===== config.mk =====
export PLATFORM = sky130hd
export DESIGN_NAME = flash_modify_signature_control
export DESIGN_NICKNAME = d
export VERILOG_FILES = /design/src/core/flash_sig_pkg.sv /design/src/core/flash_modify_signature_control.sv /design/src/core/sig_slice.sv
export SDC_FILE = /design/constraint.sdc
export NUM_CORES = 1
export LEC_CHECK = 0
export BUFFER_PORTS_ARGS = -buffer_cell sky130_fd_sc_hd__buf_4
export CAP_MARGIN = 5
export CORE_ASPECT_RATIO = 0.6
export CORE_MARGIN = 1
export CORE_UTILIZATION = 61
export CTS_CLUSTER_SIZE = 8
export DETAILED_ROUTE_END_ITERATION = 12
export PLACE_DENSITY_LB_ADDON = 0.3
export SLEW_MARGIN = 25
export SYNTH_ARGS = -nofsm -noshare
export SYNTH_HDL_FRONTEND = slang
export SYNTH_SLANG_ARGS = --single-unit

===== constraint.sdc =====
create_clock -name clk_sys_i -period 24.4 [get_ports clk_sys_i]
set_input_delay 1.22 -clock clk_sys_i [delete_from_list [all_inputs] [get_ports clk_sys_i]]
set_output_delay 1.22 -clock clk_sys_i [all_outputs]
set_load 0.02 [all_outputs]

===== src/core/flash_sig_pkg.sv =====
package flash_sig_pkg;

   // Register bus geometry.
   localparam int          DATA_W      = 32;
   localparam int          ADDR_W      = 8;

   // Register byte offsets, one aligned word each.
   localparam logic [7:0]  OFS_MCR     = 8'h00;
   localparam logic [7:0]  OFS_BSR     = 8'h04;
   localparam logic [7:0]  OFS_UT0     = 8'h08;
   localparam logic [7:0]  OFS_UT1     = 8'h0C;
   localparam logic [7:0]  OFS_UT2     = 8'h10;
   localparam logic [7:0]  OFS_SIG0    = 8'h14;
   localparam logic [7:0]  OFS_SIG4    = 8'h24;

   // Main control register fields.
   localparam int          MCR_HV      = 0;
   localparam int          MCR_ERS     = 2;
   localparam int          MCR_PGM     = 4;
   localparam int          MCR_PASS    = 9;
   localparam int          MCR_DONE    = 10;
   localparam int          MCR_RWE     = 14;

   // User test register 0 fields.
   localparam int          UT0_AID     = 0;
   localparam int          UT0_AIE     = 1;
   localparam int          UT0_EIE     = 3;
   localparam int          UT0_MRV     = 4;
   localparam int          UT0_MRE     = 5;
   localparam int          UT0_SYN_LO  = 16;
   localparam int          SYN_W       = 8;

   // Signature word: five slices of 32 bits.
   localparam int          SIG_SLICES  = 5;
   localparam int          SIG_W       = SIG_SLICES * DATA_W;
   localparam int          ECC_W       = 8;

   // Placement inside the ECC slice.
   localparam int          E_EVEN_LO   = 0;
   localparam int          E_EVEN_SED  = 10;
   localparam int          E_EVEN_DED  = 11;
   localparam int          E_ODD_LO    = 16;
   localparam int          E_ODD_SED   = 26;
   localparam int          E_ODD_DED   = 27;

   // Feedback taps applied to every slice when the top bit is set.
   localparam logic [31:0] SIG_TAPS    = 32'h0000_0007;

   // Reset values.
   localparam logic [31:0] ZERO_WORD   = 32'h0000_0000;

   // Sequencer states, one-hot.
   typedef enum logic [2:0] {
      ST_IDLE  = 3'b001,
      ST_SCAN  = 3'b010,
      ST_HV    = 3'b100
   } seq_state_t;

endpackage


===== src/core/flash_modify_signature_control.sv =====
// The address map and the address-and-strobe port were decided locally.
`timescale 1ns/1ps

module flash_modify_signature_control
   import flash_sig_pkg::*;
#(
   parameter int BLOCKS     = 6,
   parameter int PAGE_COUNT = 16,
   parameter int HV_CYCLES  = 64
)(
   // Clock and reset.
   input  wire logic              clk_sys_i,
   input  wire logic              rst_i,
   // Register port.
   input  wire logic [7:0]        reg_addr_i,
   input  wire logic [31:0]       reg_wdata_i,
   input  wire logic              reg_wr_i,
   input  wire logic              reg_rd_i,
   output logic      [31:0]       reg_rdata_o,
   // Array read path.
   input  wire logic              arr_rd_i,
   output logic                   arr_rd_invalid_o,
   // Interlock writes into the array space.
   input  wire logic              il_wr_i,
   input  wire logic              il_word_i,
   input  wire logic [19:0]       il_addr_i,
   input  wire logic [31:0]       il_data_i,
   // Page stream from the array macro during a check.
   output logic                   page_req_o,
   input  wire logic              page_valid_i,
   input  wire logic [127:0]      page_data_i,
   input  wire logic [15:0]       page_ecc_i,
   input  wire logic [1:0]        page_sed_i,
   input  wire logic [1:0]        page_ded_i,
   // Controls toward the array macro.
   output logic                   hv_active_o,
   output logic                   erase_mode_o,
   output logic [BLOCKS-1:0]      erase_blocks_o,
   output logic [19:0]            prog_addr_o,
   output logic [63:0]            prog_data_o,
   output logic                   margin_read_o,
   output logic                   margin_level_o,
   output logic                   ecc_force_o,
   output logic [63:0]            forced_data_o,
   output logic [7:0]             forced_syn_o
);

   localparam int PC_W = $clog2(PAGE_COUNT + 1);
   localparam int HV_W = $clog2(HV_CYCLES + 1);
   localparam logic [PC_W-1:0] PAGE_LAST = PC_W'(PAGE_COUNT - 1);
   localparam logic [HV_W-1:0] HV_LAST   = HV_W'(HV_CYCLES - 1);

   seq_state_t           state_reg;       // Sequencer state.
   logic                 pgm_reg;         // Program selected.
   logic                 ers_reg;         // Erase selected.
   logic                 hv_reg;          // High-voltage start bit.
   logic                 done_reg;        // Operation done flag.
   logic                 pass_reg;        // Pass flag.
   logic                 rwe_reg;         // Read-while-write error.
   logic                 il_seen_reg;     // Interlock write taken.
   logic                 aie_reg;         // Integrity start bit.
   logic                 aid_reg;         // Integrity done flag.
   logic                 mre_reg;         // Margin read enable.
   logic                 mrv_reg;         // Margin level select.
   logic                 eie_reg;         // ECC check enable.
   logic [7:0]           syn_reg;         // Forced syndrome.
   logic [31:0]          ut1_reg;         // Forced low word.
   logic [31:0]          ut2_reg;         // Forced high word.
   logic [BLOCKS-1:0]    bsr_reg;         // Block select register.
   logic [PC_W-1:0]      page_cnt_reg;    // Pages taken so far.
   logic [HV_W-1:0]      hv_cnt_reg;      // High-voltage cycles.
   logic [SIG_W-1:0]     sig_q;           // Whole signature word.
   logic [SIG_W-1:0]     sig_in;          // Page mapped to the word.
   logic [SIG_W-1:0]     sig_rot;         // Signature rotated by one place.
   logic                 acc_ok;          // Test registers reachable.
   logic                 op_lock;         // Operands frozen.
   logic                 active;          // Voltage phase or check scan in progress.
   logic                 sig_step;        // One page accumulated.
   logic                 wr_mcr;          // Write to control.
   logic                 wr_ut0;          // Write to test 0.
   logic                 hv_go;           // Accepted high-voltage start.
   logic                 aie_go;          // Accepted integrity start.

   // Decode and gating terms shared by the processes below.
   always_comb begin
      acc_ok   = done_reg & aid_reg;
      op_lock  = (hv_reg & ~done_reg) | (aie_reg & ~aid_reg);
      active   = (state_reg != ST_IDLE);
      sig_step = (state_reg == ST_SCAN) & page_valid_i;
      wr_mcr   = reg_wr_i & (reg_addr_i == OFS_MCR);
      wr_ut0   = reg_wr_i & (reg_addr_i == OFS_UT0);
      // Start only with exactly one of program or erase selected and an
      // interlock taken; the integrity start bit must be clear.
      hv_go    = wr_mcr & reg_wdata_i[MCR_HV] & ~hv_reg & (pgm_reg ^ ers_reg)
                 & il_seen_reg & ~aie_reg;
      // The integrity start is refused while program, erase or voltage
      // are selected.
      aie_go   = wr_ut0 & reg_wdata_i[UT0_AIE] & ~aie_reg
                 & ~pgm_reg & ~ers_reg & ~hv_reg;
   end

   // Select and start bits of the control register.
   always_ff @(posedge clk_sys_i or posedge rst_i) begin
      if (rst_i) begin
         // Reset drops all selects, so the array comes back in read mode.
         pgm_reg <= 1'b0;
         ers_reg <= 1'b0;
         hv_reg  <= 1'b0;
      end else if (wr_mcr) begin
         // Selects cannot move while high voltage is on.
         if (!hv_reg) begin
            pgm_reg <= reg_wdata_i[MCR_PGM];
            ers_reg <= reg_wdata_i[MCR_ERS];
         end
         if (hv_go) begin
            hv_reg <= 1'b1;
         end else if (!reg_wdata_i[MCR_HV]) begin
            hv_reg <= 1'b0;
         end
      end
   end

   // Interlock capture: the first write latches address, every write in program mode data.
   always_ff @(posedge clk_sys_i or posedge rst_i) begin
      if (rst_i) begin
         il_seen_reg <= 1'b0;
         prog_addr_o <= 20'h0_0000;
         prog_data_o <= 64'hFFFF_FFFF_FFFF_FFFF;
      end else if (wr_mcr && !hv_reg && !reg_wdata_i[MCR_PGM]
                   && !reg_wdata_i[MCR_ERS]) begin
         // Dropping the select cancels what was prepared.
         il_seen_reg <= 1'b0;
         prog_data_o <= 64'hFFFF_FFFF_FFFF_FFFF;
      end else if (il_wr_i && (pgm_reg || ers_reg) && !op_lock) begin
         // The operands arrive after selection and before start.
         if (!il_seen_reg) begin
            prog_addr_o <= il_addr_i;
         end
         il_seen_reg <= 1'b1;
         if (pgm_reg) begin
            if (il_word_i) begin
               prog_data_o[63:32] <= il_data_i;
            end else begin
               prog_data_o[31:0]  <= il_data_i;
            end
         end
      end
   end

   // Test register 0 selects plus the forced ECC operands.
   always_ff @(posedge clk_sys_i or posedge rst_i) begin
      if (rst_i) begin
         mre_reg <= 1'b0;
         mrv_reg <= 1'b0;
         eie_reg <= 1'b0;
         syn_reg <= 8'h00;
         ut1_reg <= ZERO_WORD;
         ut2_reg <= ZERO_WORD;
      end else if (acc_ok && !op_lock) begin
         // Guarded bits ignore writes while a done flag is low.
         if (wr_ut0) begin
            mre_reg <= reg_wdata_i[UT0_MRE];
            mrv_reg <= reg_wdata_i[UT0_MRV];
            eie_reg <= reg_wdata_i[UT0_EIE];
            syn_reg <= reg_wdata_i[UT0_SYN_LO +: SYN_W];
         end
         if (reg_wr_i && reg_addr_i == OFS_UT1) begin
            ut1_reg <= reg_wdata_i;
         end
         if (reg_wr_i && reg_addr_i == OFS_UT2) begin
            ut2_reg <= reg_wdata_i;
         end
      end
   end

   // Block select: frozen while a started operation runs.
   always_ff @(posedge clk_sys_i or posedge rst_i) begin
      if (rst_i) begin
         bsr_reg <= '0;
      end else if (reg_wr_i && reg_addr_i == OFS_BSR && !op_lock) begin
         bsr_reg <= reg_wdata_i[BLOCKS-1:0];
      end
   end

   // Sequencer for the voltage phase and the page scan of a check.
   always_ff @(posedge clk_sys_i or posedge rst_i) begin
      if (rst_i) begin
         // Any running operation ends here; its region is not reliable.
         state_reg    <= ST_IDLE;
         aie_reg      <= 1'b0;
         aid_reg      <= 1'b1;
         done_reg     <= 1'b1;
         pass_reg     <= 1'b1;
         page_cnt_reg <= '0;
         hv_cnt_reg   <= '0;
      end else begin
         unique case (state_reg)
            ST_IDLE: begin
               if (hv_go) begin
                  state_reg  <= ST_HV;
                  done_reg   <= 1'b0;
                  hv_cnt_reg <= '0;
               end else if (aie_go) begin
                  // Check, margin read and ECC test share this start.
                  state_reg    <= ST_SCAN;
                  aie_reg      <= 1'b1;
                  aid_reg      <= 1'b0;
                  page_cnt_reg <= '0;
               end else if (wr_ut0 && !reg_wdata_i[UT0_AIE]) begin
                  aie_reg <= 1'b0;
               end
            end
            ST_HV: begin
               if (wr_mcr && !reg_wdata_i[MCR_HV]) begin
                  // Clearing voltage early aborts and fails the operation.
                  state_reg <= ST_IDLE;
                  done_reg  <= 1'b1;
                  pass_reg  <= 1'b0;
               end else if (hv_cnt_reg == HV_LAST) begin
                  state_reg <= ST_IDLE;
                  done_reg  <= 1'b1;
                  pass_reg  <= 1'b1;
               end else begin
                  hv_cnt_reg <= hv_cnt_reg + 1'b1;
               end
            end
            ST_SCAN: begin
               if (wr_ut0 && !reg_wdata_i[UT0_AIE]) begin
                  // Withdrawing the start ends the scan early.
                  state_reg <= ST_IDLE;
                  aie_reg   <= 1'b0;
                  aid_reg   <= 1'b1;
               end else if (page_valid_i) begin
                  if (page_cnt_reg == PAGE_LAST) begin
                     state_reg <= ST_IDLE;
                     aid_reg   <= 1'b1;
                  end else begin
                     page_cnt_reg <= page_cnt_reg + 1'b1;
                  end
               end
            end
         endcase
      end
   end

   // Read-while-write error: hardware set wins over a software clear.
   always_ff @(posedge clk_sys_i or posedge rst_i) begin
      if (rst_i) begin
         rwe_reg <= 1'b0;
      end else if (arr_rd_i && active) begin
         rwe_reg <= 1'b1;
      end else if (wr_mcr && reg_wdata_i[MCR_RWE]) begin
         rwe_reg <= 1'b0;
      end
   end

   // One bank only, so every array read during a modify is invalid.
   always_ff @(posedge clk_sys_i or posedge rst_i) begin
      if (rst_i) begin
         arr_rd_invalid_o <= 1'b0;
      end else begin
         arr_rd_invalid_o <= arr_rd_i & active;
      end
   end

   // Map one page onto the 160-bit input word.
   always_comb begin
      sig_in                            = '0;
      sig_in[127:0]                     = page_data_i;
      sig_in[128+E_EVEN_LO +: ECC_W]    = page_ecc_i[7:0];
      sig_in[128+E_EVEN_SED]            = page_sed_i[0];
      sig_in[128+E_EVEN_DED]            = page_ded_i[0];
      sig_in[128+E_ODD_LO +: ECC_W]     = page_ecc_i[15:8];
      sig_in[128+E_ODD_SED]             = page_sed_i[1];
      sig_in[128+E_ODD_DED]             = page_ded_i[1];
   end

   // Rotate by one so each slice finds its shift-in bit at its own base,
   // which keeps every index in range for the first slice as well.
   assign sig_rot = {sig_q[SIG_W-2:0], sig_q[SIG_W-1]};

   // Five slices chained into one shift path, top bit fed back.
   for (genvar i = 0; i < SIG_SLICES; i++) begin : g_sig
      sig_slice u_slice (
         .clk_sys_i (clk_sys_i),
         .rst_i     (rst_i),
         .load_i    (reg_wr_i & acc_ok
                     & (reg_addr_i == OFS_SIG0 + 8'(4 * i))),
         .seed_i    (reg_wdata_i),
         .step_i    (sig_step),
         .data_i    (sig_in[i*DATA_W +: DATA_W]),
         .shift_i   (sig_rot[i*DATA_W]),
         .fb_i      (sig_q[SIG_W-1]),
         .value_o   (sig_q[i*DATA_W +: DATA_W])
      );
   end

   // Read data, one cycle after the strobe; unmapped words read zero.
   always_ff @(posedge clk_sys_i or posedge rst_i) begin
      if (rst_i) begin
         reg_rdata_o <= ZERO_WORD;
      end else if (reg_rd_i) begin
         reg_rdata_o <= ZERO_WORD;
         if (reg_addr_i == OFS_MCR) begin
            reg_rdata_o[MCR_HV]   <= hv_reg;
            reg_rdata_o[MCR_ERS]  <= ers_reg;
            reg_rdata_o[MCR_PGM]  <= pgm_reg;
            reg_rdata_o[MCR_PASS] <= pass_reg;
            reg_rdata_o[MCR_DONE] <= done_reg;
            reg_rdata_o[MCR_RWE]  <= rwe_reg;
         end else if (reg_addr_i == OFS_BSR) begin
            reg_rdata_o[BLOCKS-1:0] <= bsr_reg;
         end else if (reg_addr_i == OFS_UT0) begin
            reg_rdata_o[UT0_AID] <= aid_reg;
            reg_rdata_o[UT0_AIE] <= aie_reg;
            // Guarded bits read zero while inaccessible.
            if (acc_ok) begin
               reg_rdata_o[UT0_EIE] <= eie_reg;
               reg_rdata_o[UT0_MRV] <= mrv_reg;
               reg_rdata_o[UT0_MRE] <= mre_reg;
               reg_rdata_o[UT0_SYN_LO +: SYN_W] <= syn_reg;
            end
         end else if (acc_ok && reg_addr_i == OFS_UT1) begin
            reg_rdata_o <= ut1_reg;
         end else if (acc_ok && reg_addr_i == OFS_UT2) begin
            reg_rdata_o <= ut2_reg;
         end else if (acc_ok && reg_addr_i >= OFS_SIG0 && reg_addr_i <= OFS_SIG4
                      && reg_addr_i[1:0] == 2'b00) begin
            // Signature words are only meaningful once both flags are up.
            reg_rdata_o <= sig_q[(reg_addr_i - OFS_SIG0) * 8 +: DATA_W];
         end
      end
   end

   // Controls toward the array macro.
   assign page_req_o     = state_reg[1];
   assign hv_active_o    = state_reg[2];
   assign erase_mode_o   = ers_reg;
   assign erase_blocks_o = bsr_reg;
   assign margin_read_o  = mre_reg;
   assign margin_level_o = mrv_reg;
   assign ecc_force_o    = eie_reg;
   assign forced_data_o  = {ut2_reg, ut1_reg};
   assign forced_syn_o   = syn_reg;
endmodule


===== src/core/sig_slice.sv =====
`timescale 1ns/1ps

// One 32-bit slice of the multiple-input signature shift register.
module sig_slice
   import flash_sig_pkg::*;
(
   // Clock and reset.
   input  wire logic              clk_sys_i,
   input  wire logic              rst_i,
   // Seed load from software.
   input  wire logic              load_i,
   input  wire logic [31:0]       seed_i,
   // Accumulation step.
   input  wire logic              step_i,
   input  wire logic [31:0]       data_i,
   input  wire logic              shift_i,
   input  wire logic              fb_i,
   // Current value.
   output logic      [31:0]       value_o
);

   // A seed write wins over a step; the parent offers loads only while both done flags are up.
   always_ff @(posedge clk_sys_i or posedge rst_i) begin
      if (rst_i) begin
         value_o <= ZERO_WORD;
      end else if (load_i) begin
         value_o <= seed_i;
      end else if (step_i) begin
         // Shift one place, fold in the input word and the feedback taps.
         value_o <= {value_o[30:0], shift_i} ^ data_i ^ (SIG_TAPS & {32{fb_i}});
      end
   end

endmodule


# [After elaboration in Yosys (flattened, before gate mapping)]
# Index checks and enable logic that the tools add are counted.
[totals] wordCells=239 regBits=382 output_inout_bits=201 inputBits=248
[classes] order_cmp=2 add_sub_neg=3 mux=77 n_reduce_logical=55 eq_ne=29 bitwise_logic=43 n_shift=1
[ops] op="$mux 32" count=15
[ops] op="$mux 64" count=3
[ops] op="$shiftx 160x33->32" count=1
[ops] op="$xor 32x3->32" count=5
[ops] op="$xor 32x32->32" count=4
[ops] op="$eq 8x5->1 const B" count=4
[ops] op="$xor 32x28->32" count=1
[ops] op="$mux 3" count=10
[ops] op="$mux 26" count=1
[ops] op="$mux 1" count=25
[ops] op="$mux 5" count=5
[ops] op="$mux 8" count=3
[ops] op="$reduce_bool 2->1" count=12
[ops] op="$and 1x1->1" count=23
[ops] op="$mux 7" count=3
[ops] op="$logic_and 1x1->1" count=19
[ops] op="$mux 17" count=1
[ops] op="$eq 8x4->1 const B" count=2
[ops] op="$eq 8x6->1 const B" count=2
[ops] op="$ne 2x2->1 const B" count=8
[ops] op="$pmux 7 s2" count=1
[ops] op="$reduce_and 2->1" count=7
[ops] op="$reduce_and 3->1" count=4
[ops] op="$mux 10" count=1
[ops] op="other kinds (31)" count=50

# [Longest topological paths before layout]
[depth] word_depth=10 ltp_mapped=14

# [Modules after synthesis]
# From an unflattened synthesis, not the netlist that was laid out.
[hier_totals] cells_unflattened=2408 area_unflattened_um2=24453.5
[modules_own_cells] module="flash_modify_signature_control" cells_per_inst=1523 area_per_inst_um2=15207.1 n_inst=1
[modules_own_cells] module="sig_slice" cells_per_inst=177 area_per_inst_um2=1849.3 n_inst=5

# [Worst setup path before layout]
# No wires, ideal clock.
[synth_timing] path_type="in2reg" startpoint="input reg_addr_i[2]" endpoint="register g_sig[3].u_slice.value_o[1]" n_path_buf=5 arrival_time_ps=3885 setup_slack_ps=20390 path_stages=10 cell_sequence="buf_2 > inv_2 > buf_2 > buf_1 > ha_1 > or3b_2 > clkbuf_1 > nor2_1 > clkbuf_1 > mux2_2"
[synth_between] elab_chain_len=3 word_cells_on_any_way=4
[synth_lines] element="from (decl)" line="flash_modify_signature_control.sv:15" rtl="input wire logic [7:0] reg_addr_i,"
[synth_lines] element="$eq 8x6->1 (*)" line="flash_modify_signature_control.sv:288" rtl="& (reg_addr_i == OFS_SIG0 + 8'(4 * i))),"
[synth_lines] element="$and 1x1->1 (*)" line="flash_modify_signature_control.sv:288"
[synth_lines] element="$mux 32 / $reduce_bool 2->1 (equally long branches)"
[synth_lines] element="to (signal assigned)" line="sig_slice.sv:27" rtl="value_o <= seed_i;"
[synth_lines] element="to (signal assigned)" line="sig_slice.sv:30" rtl="value_o <= {value_o[30:0], shift_i} ^ data_i ^ (SIG_TAPS & {32{fb_i}});"
[synth_lines] element="to (decl)" line="sig_slice.sv:19" rtl="output logic [31:0] value_o"
# Every way passes the cells marked *; elsewhere a longest branch is shown, timed or not.
# A chain may end at the register's enable or synchronous reset.

# [Worst setup path in the final report]
[layout_timing] startpoint="input reg_addr_i[1]" endpoint="register reg_rdata_o[14]"
[layout_between] elab_chain_len=10 word_cells_on_any_way=21
[layout_lines] element="parallel branches: the longest is 9 deep, another holds $sub 8x5->9"
[layout_lines] element="$mux 1 (*)" line="flash_modify_signature_control.sv:304" rtl="if (reg_addr_i == OFS_MCR) begin"
[layout_lines] element="to (signal, indexed assignment)" line="flash_modify_signature_control.sv:305" rtl="reg_rdata_o[MCR_HV] <= hv_reg;"
[layout_lines] element="to (signal, indexed assignment)" line="flash_modify_signature_control.sv:312" rtl="reg_rdata_o[BLOCKS-1:0] <= bsr_reg;"
[layout_lines] element="to (signal, indexed assignment)" line="flash_modify_signature_control.sv:314" rtl="reg_rdata_o[UT0_AID] <= aid_reg;"
[layout_lines] element="to (decl)" line="flash_modify_signature_control.sv:19" rtl="output logic [31:0] reg_rdata_o,"
# Every way passes the cells marked *.

==> results.toml <==
[sta]
setup_tns_ps = 0
rsz0062_at_grt = "false"
finalSetupViolCount = 0
finalHoldViolCount = 0
layout_setup_ws_ps = 19850
worst_slew_margin_rel = 0.2521
timing.final.crit_period_ps = 4545
final-max-slew-violation-count = 0
timing.final.crit_share = 0.1863
tightestPinTransition_ps = 1118
timing.fmax_mhz = 220.0
fin_worst_skew_ps = 41.57

[finish]
largest-register = "g_sig.u_slice.value_o"
final_layout_size_suffix_gt1_frac = 0.2705
flip_flop_count_of_the_largest_register_after_layout = 160
final_cell_count_no_fill = 3431
final_nets = 3138
nFillCells = 2425
finish.utilization = 0.7571
flow.area_growth_from_synthesis_pct = 21.09
largest_registers = "g_sig.u_slice.value_o x160, prog_data_o x64"

[yosys]
sequential_fraction_of_the_synthesis_area = 0.4060
synth_seq_cells = 382
syn-num-nets = 2798
netlist_top_cells_area = "sky130_fd_sc_hd__dfrtp_1 33%, sky130_fd_sc_hd__dfstp_2 7.5%, sky130_fd_sc_hd__mux2i_1 7.1%"
async_reset_ff_frac = 1.000
synth_top_area_cell = "sky130_fd_sc_hd__dfrtp_1"
synthesis.area_per_instance_um2 = 9.347
netlist_instances = 2541
synth_top_flop_cell = "sky130_fd_sc_hd__dfrtp_1"
post-synth-top-area-fraction = 0.3308
synth_edf_count = 0
synth.lib_cells_used.distinct = 86
syn-cell-area_um2 = 23750
yosys_warnings = 0

[job]
max_cap_viol_count = 0

[die]
die_height_um = 154.8
std_cell_rows = 55
io-pin-count = 449
fp.dieW_um = 256.7
dieArea_um2 = 39760
placeableCoreArea_um2 = 37990
floorplan.initialDensity = 0.6253

[placement]
globalplace.congestion = 1.175
numPortBuffers = 448
pre_cts_ws_ps = 19430
dpl.cell_count = 3338
place_hpwl_um = 77880

[critical_path]
crit_path_category = "in2reg"
crit_chain = "buf_6, buf_4, buf_4, mux2i_1, mux4_2, o22ai_1, o21ai_0, a31oi_1"
critical_path.startpoint_type = "input port"
slowest_delay_ps = 760
critical_path_peak_fanout = 67
critPathMostFrequentCell = "sky130_fd_sc_hd__buf_4"
worstReg2RegStart = "state_reg[1]$_DFFE_PP0P_"
cp-end-kind = "flip-flop"
required_time_of_the_critical_path_ps = 24930
worstPathArrival_ps = 5070
cell_class_contributing_the_biggest_share_of_worst_path_delay = "buffers and inverters"
crit_path_max_delay_cell_type = "sky130_fd_sc_hd__buf_4"
crit_buf_inv = 3
cp-startpoint = "reg_addr_i[1]"

[power]
leakagePower_nw = 12.82
peakVddDrop_uv = 79.30
power.density_cell_area_nw_per_um2 = 97.10

[drt]
avgRoutedWirePerCell_um = 32.15
dr.pass1.iters = 7
vias_per_cell = 7.142
remaining_drc_errors = 0
antenna_violating_nets_post_route = 0
vias = 24500
drt_first_iter_violations = 4152
totalWireLength_um = 110300

[grt]
grt_first_pass_wirelength_um = 159500
antenna_found_initial = 13
overflow = 0
first_global_vias = 23770
grt_start_max_net_pins = 178
global_route.usage.total = 0.5476

[clocking]
hold_buffers = 0
clock_latency_ps = 620
cts_inserted_buffers = 53
cts_tree = "done"
clock_tree.buffer_depth = 3
htreeDepth = 2
clock_sinks = 382
path_clk_slew_ps = 50
postCtsSetupRepairBufs = 0
root_cell_of_the_clock_tree = "sky130_fd_sc_hd__clkbuf_16"
post_cts_resized = 0

[worst_hold_path]
hold_start = "prog_data_o[29]$_DFFE_PP1P_"
hp-class = "reg2reg"

[run_status]
run_status = "finished clean"
cell type report:
class	instances	area, um2	share of cell area
well taps	513	641.9	0.02232
diodes	9	22.52	0.0007831
multi-input cells	1937	13170	0.4580
inverters	29	116.4	0.004046
clock buffers	80	1428	0.04964
clock inverters	3	80.08	0.002784
repair buffers	478	3656	0.1271
flip-flops and latches	382	9644	0.3353
synth_stat cells, types with 9 or more instances:
master                     instances
sky130_fd_sc_hd__mux2_1           34
sky130_fd_sc_hd__xnor2_1         151
sky130_fd_sc_hd__a22oi_1          18
sky130_fd_sc_hd__mux2_2           95
sky130_fd_sc_hd__o21ai_0         217
sky130_fd_sc_hd__nand3_1         103
sky130_fd_sc_hd__nand2_1         369
sky130_fd_sc_hd__dfrtp_1         314
sky130_fd_sc_hd__clkbuf_1        121
sky130_fd_sc_hd__a31oi_1          19
sky130_fd_sc_hd__buf_1            13
sky130_fd_sc_hd__buf_6             9
sky130_fd_sc_hd__buf_4            17
sky130_fd_sc_hd__o211ai_1         12
sky130_fd_sc_hd__and2_1            9
sky130_fd_sc_hd__nand4_1          12
sky130_fd_sc_hd__nor2_1          208
sky130_fd_sc_hd__inv_1            25
sky130_fd_sc_hd__and3_1           14
sky130_fd_sc_hd__dfstp_2          68
sky130_fd_sc_hd__a211oi_1         22
sky130_fd_sc_hd__a221o_1          11
sky130_fd_sc_hd__mux4_2           57
sky130_fd_sc_hd__mux2i_1         169
sky130_fd_sc_hd__nor3_1           13
sky130_fd_sc_hd__o31ai_1           9
sky130_fd_sc_hd__xor2_1           19
sky130_fd_sc_hd__ha_1              9
sky130_fd_sc_hd__a21oi_1         204
sky130_fd_sc_hd__buf_2            33
sky130_fd_sc_hd__o221ai_1         18
sky130_fd_sc_hd__o22ai_1          13
sky130_fd_sc_hd__nor2b_1          14
cells by family (layout without fill, tap and decap cells):
group / after synthesis / in the layout / synth area share
and+or+nand+nor: 797 / 797 / 0.1472
AOI/OAI and AO/OA: 606 / 606 / 0.1506
DFF: 382 / 382 / 0.4060
muxes: 355 / 355 / 0.1864
buffers and inverters: 222 / 590 / 0.04235
xor gates and xnor gates: 170 / 170 / 0.06269
adders and majority gates: 9 / 9 / 0.004741
other: 0 / 9 / 0
stage by stage:
step	power, mW	hold WS, ps	instance area, um2
after floorplan	1.571	471.8	23750
after global placement	1.936	471.1	27130
after detailed placement	1.985	475.4	27190
after CTS	2.697	482.7	28700
after global routing	2.853	488.1	28740
final	2.793	480.0	28760
placed cells by master (no fill, tap or decap), types with 7 or more instances in the layout:
cell,count
sky130_fd_sc_hd__a211oi_1,22
sky130_fd_sc_hd__nand4_1,12
sky130_fd_sc_hd__a22oi_1,18
sky130_fd_sc_hd__xor2_1,19
sky130_fd_sc_hd__clkbuf_16,53
sky130_fd_sc_hd__mux2_2,95
sky130_fd_sc_hd__dfrtp_1,314
sky130_fd_sc_hd__o21ai_0,217
sky130_fd_sc_hd__and2_1,8
sky130_fd_sc_hd__xnor2_1,151
sky130_fd_sc_hd__clkbuf_1,27
sky130_fd_sc_hd__diode_2,9
sky130_fd_sc_hd__nor3_1,12
sky130_fd_sc_hd__nor4_1,8
sky130_fd_sc_hd__mux4_2,57
sky130_fd_sc_hd__dfstp_2,68
sky130_fd_sc_hd__o31ai_1,9
sky130_fd_sc_hd__a221o_1,11
sky130_fd_sc_hd__mux2i_1,169
sky130_fd_sc_hd__o221ai_1,18
sky130_fd_sc_hd__inv_1,24
sky130_fd_sc_hd__and3_1,13
sky130_fd_sc_hd__a31oi_1,19
sky130_fd_sc_hd__mux2_1,34
sky130_fd_sc_hd__o22ai_1,13
sky130_fd_sc_hd__nor2_1,204
sky130_fd_sc_hd__nand3_1,102
sky130_fd_sc_hd__or3_1,7
sky130_fd_sc_hd__ha_1,9
sky130_fd_sc_hd__a21oi_1,204
sky130_fd_sc_hd__buf_4,471
sky130_fd_sc_hd__nor2b_1,14
sky130_fd_sc_hd__o211ai_1,12
sky130_fd_sc_hd__nand2_1,367
routing by layer:
metal / GRT usage / share of wire / vias up
met5: 0.02536 / 0.0029 / -
met4: 0.2472 / 0.055 / 12
met3: 0.3271 / 0.19 / 541
met2: 0.7290 / 0.39 / 2431
met1: 0.7033 / 0.36 / 11790
li1: - / - / 9729
power by group:
| part | leakage, nW | total (mW) | internal (mW) | switching, mW |
|---|---|---|---|---|
| Clock | 0.718 | 0.701 | 0.400 | 0.301 |
| Combinational | 7.32 | 0.969 | 0.419 | 0.549 |
| Sequential | 4.78 | 1.12 | 0.786 | 0.337 |
| Total | 12.8 | 2.79 | 1.61 | 1.19 |
worst register-to-register path: cells and delay by family, from the launching register on:
family	cells	cell delay, ps
flops	1	510
compound gates	1	360
buf+inv	2	1700
simple gates	2	980
mux	1	340
final timing paths:
path	end	slack, ps	depth (start not counted)
setup / recovery	reg_rdata_o[14]$_DFFE_PP0P_	19850	8
hold / removal	prog_data_o[29]$_DFFE_PP1P_	480	2
setup reg to reg	g_sig[4].u_slice.value_o[1]$_DFFE_PP0P_	20400	6
hold reg to reg	prog_data_o[29]$_DFFE_PP1P_	480	2
max in group asynchronous	ut1_reg[18]$_DFFE_PP0P_	21960	4
min in group asynchronous	g_sig[1].u_slice.value_o[13]$_DFFE_PP0P_	820	2
Power figures use the tool's default switching activity.
